$ cat src/core/mcbs_defs.vh
// constants for the memory card backup sequencer
`ifndef MCBS_DEFS_VH
`define MCBS_DEFS_VH

// register byte offsets
`define MCBS_ADDR_CTRL      8'h00
`define MCBS_ADDR_STAT      8'h04
`define MCBS_ADDR_ISTAT     8'h08
`define MCBS_ADDR_IMASK     8'h0c

// control register fields and reset value
`define MCBS_CTRL_V3        0
`define MCBS_CTRL_KEEPIO    1
`define MCBS_CTRL_KEEPFRC   2
`define MCBS_CTRL_W         3
`define MCBS_CTRL_RST       3'h1

// status register field positions
`define MCBS_STAT_STATE_LSB 0
`define MCBS_STAT_ITEM_LSB  4
`define MCBS_STAT_OP_LSB    8
`define MCBS_STAT_MODE_LSB  10
`define MCBS_STAT_LOCK      12
`define MCBS_STAT_RESTORED  13
`define MCBS_STAT_SKIPPED   14
`define MCBS_STAT_AUTOXFER  15
`define MCBS_STAT_BSEL      16
`define MCBS_STAT_WPROT     17

// interrupt status / mask fields and reset values
`define MCBS_INT_DONE       0
`define MCBS_INT_ERR        1
`define MCBS_INT_MISM       2
`define MCBS_INT_REFUSE     3
`define MCBS_INT_W          4
`define MCBS_ISTAT_RST      4'h0
`define MCBS_IMASK_RST      4'h0

// card operations
`define MCBS_OP_NONE        2'h0
`define MCBS_OP_BACKUP      2'h1
`define MCBS_OP_RESTORE     2'h2
`define MCBS_OP_COMPARE     2'h3

// backup items, in transfer order
`define MCBS_ITEM_PROG      3'h0
`define MCBS_ITEM_PARAM     3'h1
`define MCBS_ITEM_IOM       3'h2
`define MCBS_ITEM_SYM       3'h3
`define MCBS_ITEM_CMT       3'h4
`define MCBS_ITEM_IDX       3'h5
`define MCBS_ITEM_LAST_OLD  3'h2
`define MCBS_ITEM_LAST_V3   3'h5

// operating modes
`define MCBS_MODE_PROG      2'h0
`define MCBS_MODE_MON       2'h1
`define MCBS_MODE_RUN       2'h2

// timing
`define MCBS_HOLD_MS        3000
`define MCBS_CLK_MHZ        100
`define MCBS_HOLD_CYCLES    (`MCBS_HOLD_MS * 1000 * `MCBS_CLK_MHZ)
`define MCBS_SETTLE_CYC     3'h4

`endif

$ cat src/core/_unused_placeholder_none.v
// intentionally empty design unit list terminator
`default_nettype none
`default_nettype wire

$ cat src/core/mcbs_sync.v
// two-flop synchroniser for asynchronous pin levels
`default_nettype none
module mcbs_sync #(
  parameter W = 1
) (
  input  wire         clk_i,
  input  wire         srst_i,
  input  wire         en_i,
  input  wire [W-1:0] d_i,
  output wire [W-1:0] q_o
);
  reg [W-1:0] s1_q;
  reg [W-1:0] s2_q;

  always @(posedge clk_i) begin
    if (srst_i) begin
      s1_q <= {W{1'b0}};
      s2_q <= {W{1'b0}};
    end else if (en_i) begin
      s1_q <= d_i;
      s2_q <= s1_q;
    end
  end

  assign q_o = s2_q;
endmodule
`default_nettype wire

$ cat src/core/mcbs_hold_timer.v
// button hold timer: one pulse per continuous press held long enough
`default_nettype none
module mcbs_hold_timer #(
  parameter        CNT_W       = 32,
  parameter [31:0] HOLD_CYCLES = 32'd300000000
) (
  input  wire clk_i,
  input  wire srst_i,
  input  wire en_i,
  input  wire press_i,
  output reg  fire_o
);
  reg [CNT_W-1:0] cnt_q;
  reg             fired_q;

  always @(posedge clk_i) begin
    if (srst_i) begin
      cnt_q   <= {CNT_W{1'b0}};
      fired_q <= 1'b0;
      fire_o  <= 1'b0;
    end else if (en_i) begin
      fire_o <= 1'b0;
      if (!press_i) begin
        cnt_q   <= {CNT_W{1'b0}};
        fired_q <= 1'b0;
      end else if (!fired_q) begin
        if (cnt_q == HOLD_CYCLES[CNT_W-1:0] - 1'b1) begin
          fire_o  <= 1'b1;
          fired_q <= 1'b1;
        end else begin
          cnt_q <= cnt_q + 1'b1;
        end
      end
    end
  end
endmodule
`default_nettype wire

$ cat src/core/mcbs_top.v
// memory card backup sequencer: backup, power-up restore and compare
`include "mcbs_defs.vh"
`default_nettype none
module mcbs_top #(
  parameter        CNT_W       = 32,
  parameter [31:0] HOLD_CYCLES = `MCBS_HOLD_CYCLES
) (
  input  wire        mclk_i,
  input  wire        srst_i,
  input  wire        en_i,
  input  wire        psel_i,
  input  wire        penable_i,
  input  wire        pwrite_i,
  input  wire [7:0]  paddr_i,
  input  wire [31:0] pwdata_i,
  output reg  [31:0] prdata_o,
  output wire        pready_o,
  output wire        pslverr_o,
  output wire        irq_o,
  input  wire        backup_sel_pin_i,
  input  wire        auto_xfer_pin_i,
  input  wire        wprot_pin_i,
  input  wire        card_btn_pin_i,
  input  wire        io_memory_hold_bit_i,
  input  wire        forced_status_hold_bit_i,
  output wire        card_req_o,
  output reg  [1:0]  card_op_o,
  output reg  [2:0]  card_item_o,
  output reg  [1:0]  card_wflags_o,
  input  wire        card_ack_i,
  input  wire        card_err_i,
  input  wire [1:0]  card_rflags_i,
  output reg         clear_io_o,
  output reg         clear_force_o,
  output reg         autoxfer_start_o,
  output reg         startup_done_o,
  input  wire        mode_req_valid_i,
  input  wire [1:0]  mode_req_i,
  output reg  [1:0]  mode_o,
  output reg         mode_lock_o
);
  localparam [2:0] S_BOOT = 3'h0;
  localparam [2:0] S_IDLE = 3'h1;
  localparam [2:0] S_REQ  = 3'h2;
  localparam [2:0] S_FIN  = 3'h3;

  // synchronised switch pins
  wire [3:0] pins_s;
  wire       bsel_s;
  wire       auto_s;
  wire       wprot_s;
  wire       btn_s;
  wire       fire;

  mcbs_sync #(
    .W (4)
  ) u_sync (
    .clk_i  (mclk_i),
    .srst_i (srst_i),
    .en_i   (en_i),
    .d_i    ({card_btn_pin_i, wprot_pin_i, auto_xfer_pin_i, backup_sel_pin_i}),
    .q_o    (pins_s)
  );

  assign bsel_s  = pins_s[0];
  assign auto_s  = pins_s[1];
  assign wprot_s = pins_s[2];
  assign btn_s   = pins_s[3];

  // the timer sees the synchronised button only
  mcbs_hold_timer #(
    .CNT_W       (CNT_W),
    .HOLD_CYCLES (HOLD_CYCLES)
  ) u_hold (
    .clk_i   (mclk_i),
    .srst_i  (srst_i),
    .en_i    (en_i),
    .press_i (btn_s),
    .fire_o  (fire)
  );

  reg [2:0]             state_q;
  reg [2:0]             boot_cnt_q;
  reg                   fin_err_q;
  reg [1:0]             rflags_q;
  reg                   restored_q;
  reg                   skipped_q;
  reg                   autoxfer_q;
  reg [`MCBS_CTRL_W-1:0] ctrl_q;
  reg [`MCBS_INT_W-1:0] istat_q;
  reg [`MCBS_INT_W-1:0] imask_q;
  reg [`MCBS_INT_W-1:0] ev;
  reg [`MCBS_INT_W-1:0] w1c;
  reg [31:0]            rd;
  reg                   mapped;
  wire                  wr_acc;
  wire                  wr_ctrl;
  wire                  wr_istat;
  wire                  wr_imask;
  wire                  rd_setup;
  wire [2:0]            last_item;
  wire                  mode_refuse;

  // last item of the sequence depends on unit version
  assign last_item = ctrl_q[`MCBS_CTRL_V3] ? `MCBS_ITEM_LAST_V3 : `MCBS_ITEM_LAST_OLD;

  function is_mapped;
    input [7:0] a;
    begin
      is_mapped = (a == `MCBS_ADDR_CTRL) || (a == `MCBS_ADDR_STAT) ||
                  (a == `MCBS_ADDR_ISTAT) || (a == `MCBS_ADDR_IMASK);
    end
  endfunction

  // write strobe for one register in the access phase
  function wr_hit;
    input       acc;
    input [7:0] a;
    input [7:0] reg_a;
    begin
      wr_hit = acc && (a == reg_a);
    end
  endfunction

  // apb slave: zero wait states, stalled while the clock enable is low
  assign pready_o  = en_i;
  assign pslverr_o = psel_i & penable_i & ~is_mapped(paddr_i);
  assign wr_acc    = en_i & psel_i & penable_i & pwrite_i;
  assign rd_setup  = en_i & psel_i & ~penable_i & ~pwrite_i;
  assign wr_ctrl   = wr_hit(wr_acc, paddr_i, `MCBS_ADDR_CTRL);
  assign wr_istat  = wr_hit(wr_acc, paddr_i, `MCBS_ADDR_ISTAT);
  assign wr_imask  = wr_hit(wr_acc, paddr_i, `MCBS_ADDR_IMASK);

  always @* begin
    rd     = 32'h00000000;
    mapped = is_mapped(paddr_i);
    case (paddr_i)
      `MCBS_ADDR_CTRL: begin
        rd[`MCBS_CTRL_W-1:0] = ctrl_q;
      end
      `MCBS_ADDR_STAT: begin
        rd[`MCBS_STAT_STATE_LSB +: 3] = state_q;
        rd[`MCBS_STAT_ITEM_LSB +: 3]  = card_item_o;
        rd[`MCBS_STAT_OP_LSB +: 2]    = card_op_o;
        rd[`MCBS_STAT_MODE_LSB +: 2]  = mode_o;
        rd[`MCBS_STAT_LOCK]           = mode_lock_o;
        rd[`MCBS_STAT_RESTORED]       = restored_q;
        rd[`MCBS_STAT_SKIPPED]        = skipped_q;
        rd[`MCBS_STAT_AUTOXFER]       = autoxfer_q;
        rd[`MCBS_STAT_BSEL]           = bsel_s;
        rd[`MCBS_STAT_WPROT]          = wprot_s;
      end
      `MCBS_ADDR_ISTAT: begin
        rd[`MCBS_INT_W-1:0] = istat_q;
      end
      `MCBS_ADDR_IMASK: begin
        rd[`MCBS_INT_W-1:0] = imask_q;
      end
      default: begin
        rd = 32'h00000000;
      end
    endcase
  end

  // read data is captured in setup and stands through the access phase
  always @(posedge mclk_i) begin
    if (srst_i) begin
      prdata_o <= 32'h00000000;
      ctrl_q   <= `MCBS_CTRL_RST;
      imask_q  <= `MCBS_IMASK_RST;
    end else if (en_i) begin
      if (rd_setup) begin
        prdata_o <= mapped ? rd : 32'h00000000;
      end
      if (wr_ctrl) begin
        ctrl_q <= pwdata_i[`MCBS_CTRL_W-1:0];
      end
      if (wr_imask) begin
        imask_q <= pwdata_i[`MCBS_INT_W-1:0];
      end
    end
  end

  // mode requests: only program mode is accepted while locked
  assign mode_refuse = mode_req_valid_i &&
                       ((mode_lock_o && mode_req_i != `MCBS_MODE_PROG) ||
                        mode_req_i == 2'h3);

  // event pulses feeding the sticky status
  always @* begin
    ev = {`MCBS_INT_W{1'b0}};
    w1c = {`MCBS_INT_W{1'b0}};
    if (wr_istat) begin
      w1c = pwdata_i[`MCBS_INT_W-1:0];
    end
    if (state_q == S_FIN) begin
      ev[`MCBS_INT_DONE] = 1'b1;
    end
    // compare mismatches report apart from transfer errors
    if (state_q == S_REQ && card_ack_i && card_err_i) begin
      if (card_op_o == `MCBS_OP_COMPARE) begin
        ev[`MCBS_INT_MISM] = 1'b1;
      end else begin
        ev[`MCBS_INT_ERR] = 1'b1;
      end
    end
    ev[`MCBS_INT_REFUSE] = mode_refuse;
  end

  always @(posedge mclk_i) begin
    if (srst_i) begin
      istat_q <= `MCBS_ISTAT_RST;
    end else if (en_i) begin
      // a new event wins over a simultaneous clear
      istat_q <= (istat_q & ~w1c) | ev;
    end
  end

  // level interrupt from any unmasked sticky bit
  assign irq_o = |(istat_q & imask_q);

  // request stands for as long as the sequencer waits on the card
  assign card_req_o = (state_q == S_REQ);

  // sequencer
  always @(posedge mclk_i) begin
    if (srst_i) begin
      state_q          <= S_BOOT;
      boot_cnt_q       <= 3'h0;
      fin_err_q        <= 1'b0;
      rflags_q         <= 2'h0;
      restored_q       <= 1'b0;
      skipped_q        <= 1'b0;
      autoxfer_q       <= 1'b0;
      card_op_o        <= `MCBS_OP_NONE;
      card_item_o      <= `MCBS_ITEM_PROG;
      card_wflags_o    <= 2'h0;
      clear_io_o       <= 1'b0;
      clear_force_o    <= 1'b0;
      autoxfer_start_o <= 1'b0;
      startup_done_o   <= 1'b0;
      mode_o           <= `MCBS_MODE_PROG;
      mode_lock_o      <= 1'b0;
    end else if (en_i) begin
      clear_io_o       <= 1'b0;
      clear_force_o    <= 1'b0;
      autoxfer_start_o <= 1'b0;
      if (mode_req_valid_i && !mode_refuse) begin
        mode_o <= mode_req_i;
      end
      case (state_q)
        S_BOOT: begin
          // wait for the synchronised switches to settle after power-up
          if (boot_cnt_q != `MCBS_SETTLE_CYC) begin
            boot_cnt_q <= boot_cnt_q + 1'b1;
          end else if (bsel_s) begin
            // protected program memory: no card access, no auto-transfer
            if (wprot_s) begin
              skipped_q      <= 1'b1;
              startup_done_o <= 1'b1;
              state_q        <= S_IDLE;
            end else begin
              card_op_o   <= `MCBS_OP_RESTORE;
              card_item_o <= `MCBS_ITEM_PROG;
              state_q     <= S_REQ;
            end
          end else begin
            autoxfer_start_o <= auto_s;
            autoxfer_q       <= auto_s;
            startup_done_o   <= 1'b1;
            state_q          <= S_IDLE;
          end
        end
        S_IDLE: begin
          if (fire) begin
            // no mode check: backup and compare run in any mode
            card_op_o     <= bsel_s ? `MCBS_OP_BACKUP : `MCBS_OP_COMPARE;
            card_item_o   <= `MCBS_ITEM_PROG;
            card_wflags_o <= {forced_status_hold_bit_i & ctrl_q[`MCBS_CTRL_KEEPFRC],
                              io_memory_hold_bit_i & ctrl_q[`MCBS_CTRL_KEEPIO]};
            state_q       <= S_REQ;
          end
        end
        S_REQ: begin
          // waits for the card without any time limit
          if (card_ack_i) begin
            // keep flags ride with the io memory item of a restore
            if (card_op_o == `MCBS_OP_RESTORE && card_item_o == `MCBS_ITEM_IOM) begin
              rflags_q <= card_rflags_i;
            end
            if (card_err_i) begin
              fin_err_q <= 1'b1;
              state_q   <= S_FIN;
            end else if (card_item_o == last_item) begin
              fin_err_q <= 1'b0;
              state_q   <= S_FIN;
            end else begin
              card_item_o <= card_item_o + 3'h1;
            end
          end
        end
        S_FIN: begin
          // the lock only falls with a power-on reset
          if (card_op_o == `MCBS_OP_BACKUP) begin
            mode_lock_o <= 1'b1;
            mode_o      <= `MCBS_MODE_PROG;
          end
          if (card_op_o == `MCBS_OP_RESTORE) begin
            startup_done_o <= 1'b1;
            if (!fin_err_q) begin
              restored_q    <= 1'b1;
              clear_io_o    <= ~rflags_q[0];
              clear_force_o <= ~rflags_q[1];
            end
          end
          state_q <= S_IDLE;
        end
        default: begin
          state_q <= S_IDLE;
        end
      endcase
    end
  end
endmodule
`default_nettype wire

$ cat config.mk
export PLATFORM = sky130hd
export DESIGN_NAME = mcbs_top
export DESIGN_NICKNAME = d
export VERILOG_FILES = /design/src/core/_unused_placeholder_none.v /design/src/core/mcbs_sync.v /design/src/core/mcbs_hold_timer.v /design/src/core/mcbs_top.v
export VERILOG_INCLUDE_DIRS = /design/src /design/src/core
export SDC_FILE = /design/constraint.sdc
export NUM_CORES = 1
export LEC_CHECK = 0
export BUFFER_PORTS_ARGS = -buffer_cell sky130_fd_sc_hd__buf_2
export CAP_MARGIN = 20
export CORE_AREA = 2 2 94 96
export CTS_BUF_LIST = sky130_fd_sc_hd__clkbuf_4 sky130_fd_sc_hd__clkbuf_8 sky130_fd_sc_hd__clkbuf_16
export CTS_CLUSTER_DIAMETER = 120
export CTS_CLUSTER_SIZE = 28
export DETAILED_ROUTE_END_ITERATION = 10
export DIE_AREA = 0 0 96 98
export MAX_ROUTING_LAYER = met4
export PLACE_DENSITY = 0.94
export SLEW_MARGIN = 20
export SYNTH_ARGS = -nofsm -noshare
export SYNTH_HDL_FRONTEND = slang
export SYNTH_SLANG_ARGS = --single-unit
$ cat constraint.sdc
create_clock -name mclk_i -period 2.9 [get_ports mclk_i]
set_input_delay 0 -clock mclk_i [delete_from_list [all_inputs] [get_ports mclk_i]]
set_output_delay 0 -clock mclk_i [all_outputs]
set_load 0.005 [all_outputs]
==> metrics.cfg, run 1 <==
[status]
outcome = finished, final reports clean

[detailed_routing]
viasPerCell = 6.19
routed.top_layer = met4
drt_iter0_drc = 408
drt-met1-wl_mm = 5.20
via_count = 4712
met3_length_mm = 1.00
wl_met2_mm = 6.41
wl_mm = 12.9
detailedRoute.firstPassIterationCount = 5
drtAntennaViolNets = 0
drc = 0
wl_per_cell_um = 17.0

[clock_network]
cts_resized = 0
cts_root_buf = clkbuf_8
clk_latency_ps = 380
clk_pin_slew_ps = 110
cts_tree = built
h-tree-depth = 3
clkSinkCount = 95
cts_buffer_depth = 2
numCtsBuffers = 9

[yosys]
synthTopCellsByCount = dfxtp_1, nor2_1, nand2_1
ys_seq_elements = 95
synthCells = 574
yosysTopAreaCellShare = 0.397
synth_ff_type = dfxtp_1
synth_warnings = 0
synth.most_common_cell = dfxtp_1
synth_top_area_cell = dfxtp_1
synth-edff-count = 0
async_reset_ff_frac = 0
synthTopCellsByArea = dfxtp_1, nor2_1, mux2i_1, nand2_1, a22oi_1
yosysUniqueCellTypes = 67
seq_area_frac_synth = 0.397
avgSynthCellArea_um2 = 8.35
syn-cell-area_um2 = 4790

[min_path]
worstHoldPathType = input port to flip-flop
hp-start = en_i
holdPathStages = 3

[global_routing]
grt_pass1_wl_mm = 20.8
grt_max_degree = 44
antenna_found_initial = 0
grt_overflow = 0
gr-usage-all-layers = 0.285
grt_pass1_vias = 4517

[placement]
dp_hpwl_mm = 9.01
place_congestion = 0.925
io_buffers = 65

[sta]
fin_setup_tns_ps = 0
slew_violations = 0
tightest_slew_ps = 796
slew_headroom = 0.470
period_minus_slack_ps = 2390
finalSetupViolCount = 0
period_share = 0.823
rsz0062_at_grt = false
max_freq_ghz = 0.419
finClkSkew_ps = 17.1
hold_viol_final = 0

[setup_path]
startpoint_type = flip-flop
critPathLaunch = state_q[0]$_SDFFE_PP0P_
r2r-end = card_item_o[0]$_SDFFE_PP0P_
r2r_setup_slack_ps = 510
reg2reg_from = state_q[0]$_SDFFE_PP0P_
worstPathRequired_ps = 3160
crit_end = card_item_o[0]$_SDFFE_PP0P_
crit_type = flip-flop to flip-flop
cp-end-kind = flip-flop
crit_path_max_fanout = 8
arrival_ps = 2650
reg2reg_depth = 8

[final_layout]
final_nets = 716
fin_util = 0.651
drive_gt1_frac = 0.167
antenna_cells = 0
area_delta_synth_final_pct = 15.1

[floorplan]
initial_core_util = 0.566
std_cell_rows = 34
io_pins = 109
die_w_um = 96
core-area_um2 = 8470
floorplan.die_area_um2 = 9410
die_height_um = 98

[power_and_ir_drop]
powerDensity_nw_per_um2 = 446
ir_drop_mv = 0.216
leakagePower_nw = 2.16

[flow_run]
cap_violations = 0

flip-flops by register name, summed over array words and instances (netlist names), 3 cells and up:
name / cells
card_item_o: 3
u_sync.s1_q: 4
prdata_o: 17
boot_cnt_q: 3
imask_q: 4
u_sync.q_o: 4
istat_q: 4
u_hold.cnt_q: 32
ctrl_q: 3
cell families after synthesis:
kind of cell | after synthesis | synth area share
AOI/OAI and AO/OA | 134 | 0.182
adders and majority gates | 10 | 0.0256
muxes | 25 | 0.0580
xor gates and xnor gates | 2 | 0.00366
buffers and inverters | 57 | 0.0595
other | 1 | 0.000783
DFF | 95 | 0.397
and+or+nand+nor | 250 | 0.274
metrics by stage:
stage	cell area (µm²)	power [mW]	hold WS, ps	worst slack [ps]	instances
finish	5510	2.46	2.58	513	761
global route	5510	2.53	19.7	297	761
CTS	5510	2.46	2.92	537	761
detailed placement	5130	1.51	255	562	729
global placement	5130	1.50	240	683	729
floorplan	4840	1.46	80.8	967	588
how the worst min path moves through the flow:
stage	end
after floorplan	pready_o
after global placement	u_sync.s1_q[2]$_SDFFE_PP0P_
after detailed placement	u_sync.s1_q[1]$_SDFFE_PP0P_
after CTS	istat_q[3]$_SDFFE_PP0P_
after global routing	istat_q[3]$_SDFFE_PP0P_
final	istat_q[3]$_SDFFE_PP0P_
per-layer routing:
layer | track usage | vias to the layer above
met5 | - | -
met4 | 0.107 | 0
met2 | 0.472 | 249
met3 | 0.0517 | 33
li1 | - | 2207
met1 | 0.341 | 2223
area by class of cell:
class | instances | area [µm²]
multi-input cells | 436 | 2660
repair buffers | 86 | 523
flip-flops and latches | 95 | 1900
fillers | 653 | 2950
clock buffers | 9 | 124
inverters | 20 | 75.1
clock inverters | 7 | 97.6
well taps | 108 | 135
cell usage in the layout (no fill, tap or decap), types with 4 or more instances in the layout:
| cell | instances |
|---|---|
| nand2_1 | 51 |
| buf_2 | 65 |
| and3_1 | 10 |
| dfxtp_1 | 95 |
| a21oi_1 | 33 |
| mux2i_1 | 21 |
| or3_1 | 6 |
| or4_1 | 5 |
| o21ai_0 | 28 |
| dlygate4sd3_1 | 16 |
| nor4b_1 | 6 |
| clkbuf_8 | 9 |
| inv_1 | 19 |
| and2_1 | 7 |
| conb_1 | 15 |
| o211ai_1 | 6 |
| a22oi_1 | 23 |
| nor2_1 | 73 |
| ha_1 | 9 |
| nor2b_1 | 5 |
| nand3_1 | 25 |
| nand4_1 | 10 |
| nand2b_1 | 8 |
| o31a_1 | 4 |
| buf_4 | 5 |
| nor3_1 | 15 |
| o31ai_1 | 6 |
| nor4_1 | 8 |
| a31oi_1 | 10 |
critical path: stages, from the launching register on:
cell and delay (ps):
dfxtp_1 450, inv_1 100, ha_1 320, a21boi_0 200, a2111oi_2 560, nand2_1 190, a21o_1 210, a21oi_1 180
nor2_1 60
report_power, final:
| part | internal (mW) | leakage (nW) | switching [mW] | total, mW |
|---|---|---|---|---|
| combinational | 0.0656 | 1.28 | 0.105 | 0.171 |
| sequential | 1.32 | 0.767 | 0.0109 | 1.33 |
| clock | 0.428 | 0.113 | 0.530 | 0.959 |
repair_timing:
item / CTS / global route
hold buffers: 16 / 0
buffers inserted: 0 / 0
endpoints found under the hold margin: 21 / 0
Note: power is estimated with default switching activity, not from simulation.
==> run 2: changes to the inputs <==
CORE_AREA = 2 2 98 100   (was 2 2 94 96)
DIE_AREA = 0 0 100 102   (was 0 0 96 98)
PLACE_DENSITY = 0.88   (was 0.94)
clock period = 2.2 ns   (was 2.9 ns; I/O delays follow)
==> run 2 against run 1 <==
Net effect: critical path depth fell by 1; clock skew is 2.5 ps lower; global-route usage shrank 3.3 points; non-clock buffer count is 16 higher; flip-flop and latch count unchanged; total power grew 30%; first-iteration DRC count increased by 42%; critical path type unchanged; critical endpoint is now u_hold.cnt_q[13]$_SDFFE_PP0P_.
==> metrics.cfg, run 2 (synthesized netlist as in run 1, its figures left out) <==
[status]
outcome = finished, final reports clean

[placement]
dp.cells = 747  ; +2.5%
dp_hpwl_mm = 8.75  ; -2.9%
place_congestion = 0.959  ; +3.7%
io_buffers = 65  ; unchanged

[power_and_ir_drop]
p_seq_frac = 0.549  ; +0.009
switchingPower_uw = 785  ; +21%
p_int_mw = 2.40  ; +33%
leakagePower_nw = 2.23  ; +3.4%
ir_drop_mv = 0.368  ; +71%
powerDensity_nw_per_um2 = 564  ; +27%
switching_share = 0.246  ; -0.0169
combPwrFrac = 0.073  ; +0.004
p_clk_frac = 0.378  ; -0.012

[sta]
fin_setup_tns_ps = 0  ; unchanged
finalSetupViolCount = 0  ; unchanged
slew_headroom = 0.604  ; +0.135
slew_violations = 0  ; unchanged
period_minus_slack_ps = 2130  ; -257 ps
period_share = 0.968  ; +0.145
tightest_slew_ps = 594  ; -202 ps
hold_viol_final = 0  ; unchanged
max_freq_ghz = 0.469  ; +12%
rsz0062_at_grt = false
finClkSkew_ps = 14.6  ; -2.51 ps

[final_layout]
drive_gt1_frac = 0.191  ; +0.0244
reg_top3 = u_hold.cnt_q x32, prdata_o x17
antenna_cells = 0  ; unchanged
top_register = u_hold.cnt_q
layout.cells.non_filler = 780  ; +2.5%
largest_register_ffs = 32  ; unchanged
final_common_cell = dfxtp_1
area_delta_synth_final_pct = 18.0
final_cell_mix = dfxtp_1, nor2_1, buf_2
final_nets = 732  ; +2.2%

[global_routing]
gr-usage-all-layers = 0.252  ; -0.0330
grt_max_degree = 50  ; +14%
grt_overflow = 0  ; unchanged
grt_pass1_vias = 4342  ; -3.9%
antenna_found_initial = 0  ; unchanged
grt_pass1_wl_mm = 20.3  ; -2.7%

[floorplan]
io_pins = 109  ; unchanged
core-area_um2 = 9110  ; +7.6%
floorplan.die_area_um2 = 10200  ; +8.4%
die_w_um = 100  ; +4.2%
initial_core_util = 0.526  ; -0.0400
std_cell_rows = 35  ; +2.9%
die_height_um = 102  ; +4.1%

[clock_network]
clk_pin_slew_ps = 100  ; about the same
cts_tree = built
cts_buffer_depth = 2  ; unchanged
h-tree-depth = 3  ; unchanged
clk_latency_ps = 360  ; -20 ps
cts_root_buf = clkbuf_8
clkSinkCount = 95  ; unchanged
numCtsBuffers = 9  ; unchanged

[setup_path]
worstPathRequired_ps = 2450  ; -710 ps
startpoint_type = flip-flop
crit_type = flip-flop to flip-flop
crit_path_max_fanout = 7  ; -1
cp-end-kind = flip-flop
arrival_ps = 2380  ; -270 ps

[detailed_routing]
wl_per_cell_um = 16.0  ; -5.9%
via_count = 4686  ; -0.55%
wl_mm = 12.5  ; -3.6%
drt_iter0_drc = 580  ; +42%
drc = 0  ; unchanged
drtAntennaViolNets = 0  ; unchanged
detailedRoute.firstPassIterationCount = 6  ; +1
viasPerCell = 6.01  ; -3.0%

[flow_run]
cap_violations = 0  ; unchanged

[min_path]
worstHoldPathType = input port to flip-flop

-- run 2: repair_timing --
item / in CTS / in global routing
endpoints found under the setup margin: 3 / 6
gates resized for setup: 1 / 3
hold buffers: 16 / 0
buffers inserted: 0 / 1
endpoints found under the hold margin: 21 / 0
pin swaps: 1 / 1
-- run 2: final timing paths --
check                                                   start                            end  slack (ps)  cells past startpoint
worst max register to register   u_hold.cnt_q[8]$_SDFFE_PP0P_  u_hold.cnt_q[13]$_SDFFE_PP0P_          70                      7
worst min register to register  card_wflags_o[0]$_SDFFE_PP0P_  card_wflags_o[0]$_SDFFE_PP0P_         460                      2
worst min-delay path                                     en_i        istat_q[3]$_SDFFE_PP0P_          40                      3
worst max-delay path             u_hold.cnt_q[8]$_SDFFE_PP0P_  u_hold.cnt_q[13]$_SDFFE_PP0P_          70                      7
-- run 2: metrics by stage --
stage	setup WS (ps)	power [mW]	hold WS [ps]	utilization	cell area, µm²
6_report	70.0	3.19	37.9	0.621	5650
4_1_cts	53.5	3.20	33.1	0.618	5630
3_3_place_gp	191	1.98	241	0.576	5250
2_1_floorplan	267	1.93	80.8	-	4840
5_1_grt	9.20	3.31	54.0	0.621	5650
3_5_place_dp	44.7	1.99	251	0.576	5250
-- run 2: final cells by class --
class,count,area [µm²]
Clock buffer,10,138
Clock inverter,6,75.1
Tap cell,111,139
Timing Repair Buffer,102,643
Multi-Input combinational cell,436,2680
Inverter,20,75.1
Sequential cell,95,1900
Fill cell,730,3460
-- run 2: power by group through the flow --
stage	clock network, mW	registers (mW)	logic (mW)
3_5_place_dp	0	1.79	0.203
2_1_floorplan	0	1.78	0.146
5_1_grt	1.31	1.75	0.255
6_report	1.21	1.75	0.233
3_3_place_gp	0	1.79	0.194
4_1_cts	1.23	1.75	0.227
-- run 2: per-layer routing --
layer / global-route usage / part of all wire / up-vias / wire length (µm)
met3: 0.0308 / 0.072 / 38 / 899
met4: 0.0896 / 0.023 / 0 / 285
met1: 0.315 / 0.42 / 2148 / 5230
li1: - / - / 2239 / -
met2: 0.424 / 0.48 / 261 / 6040
met5: - / 0 / - / 0
-- run 2: worst max-delay path: stages, from the launching register on --
cell,delay [ps]
dfxtp_1,480
nor3_1,100
and3_1,250
a31o_2,320
buf_4,160
nor4_1,380
o221ai_1,180
nor2b_1,160
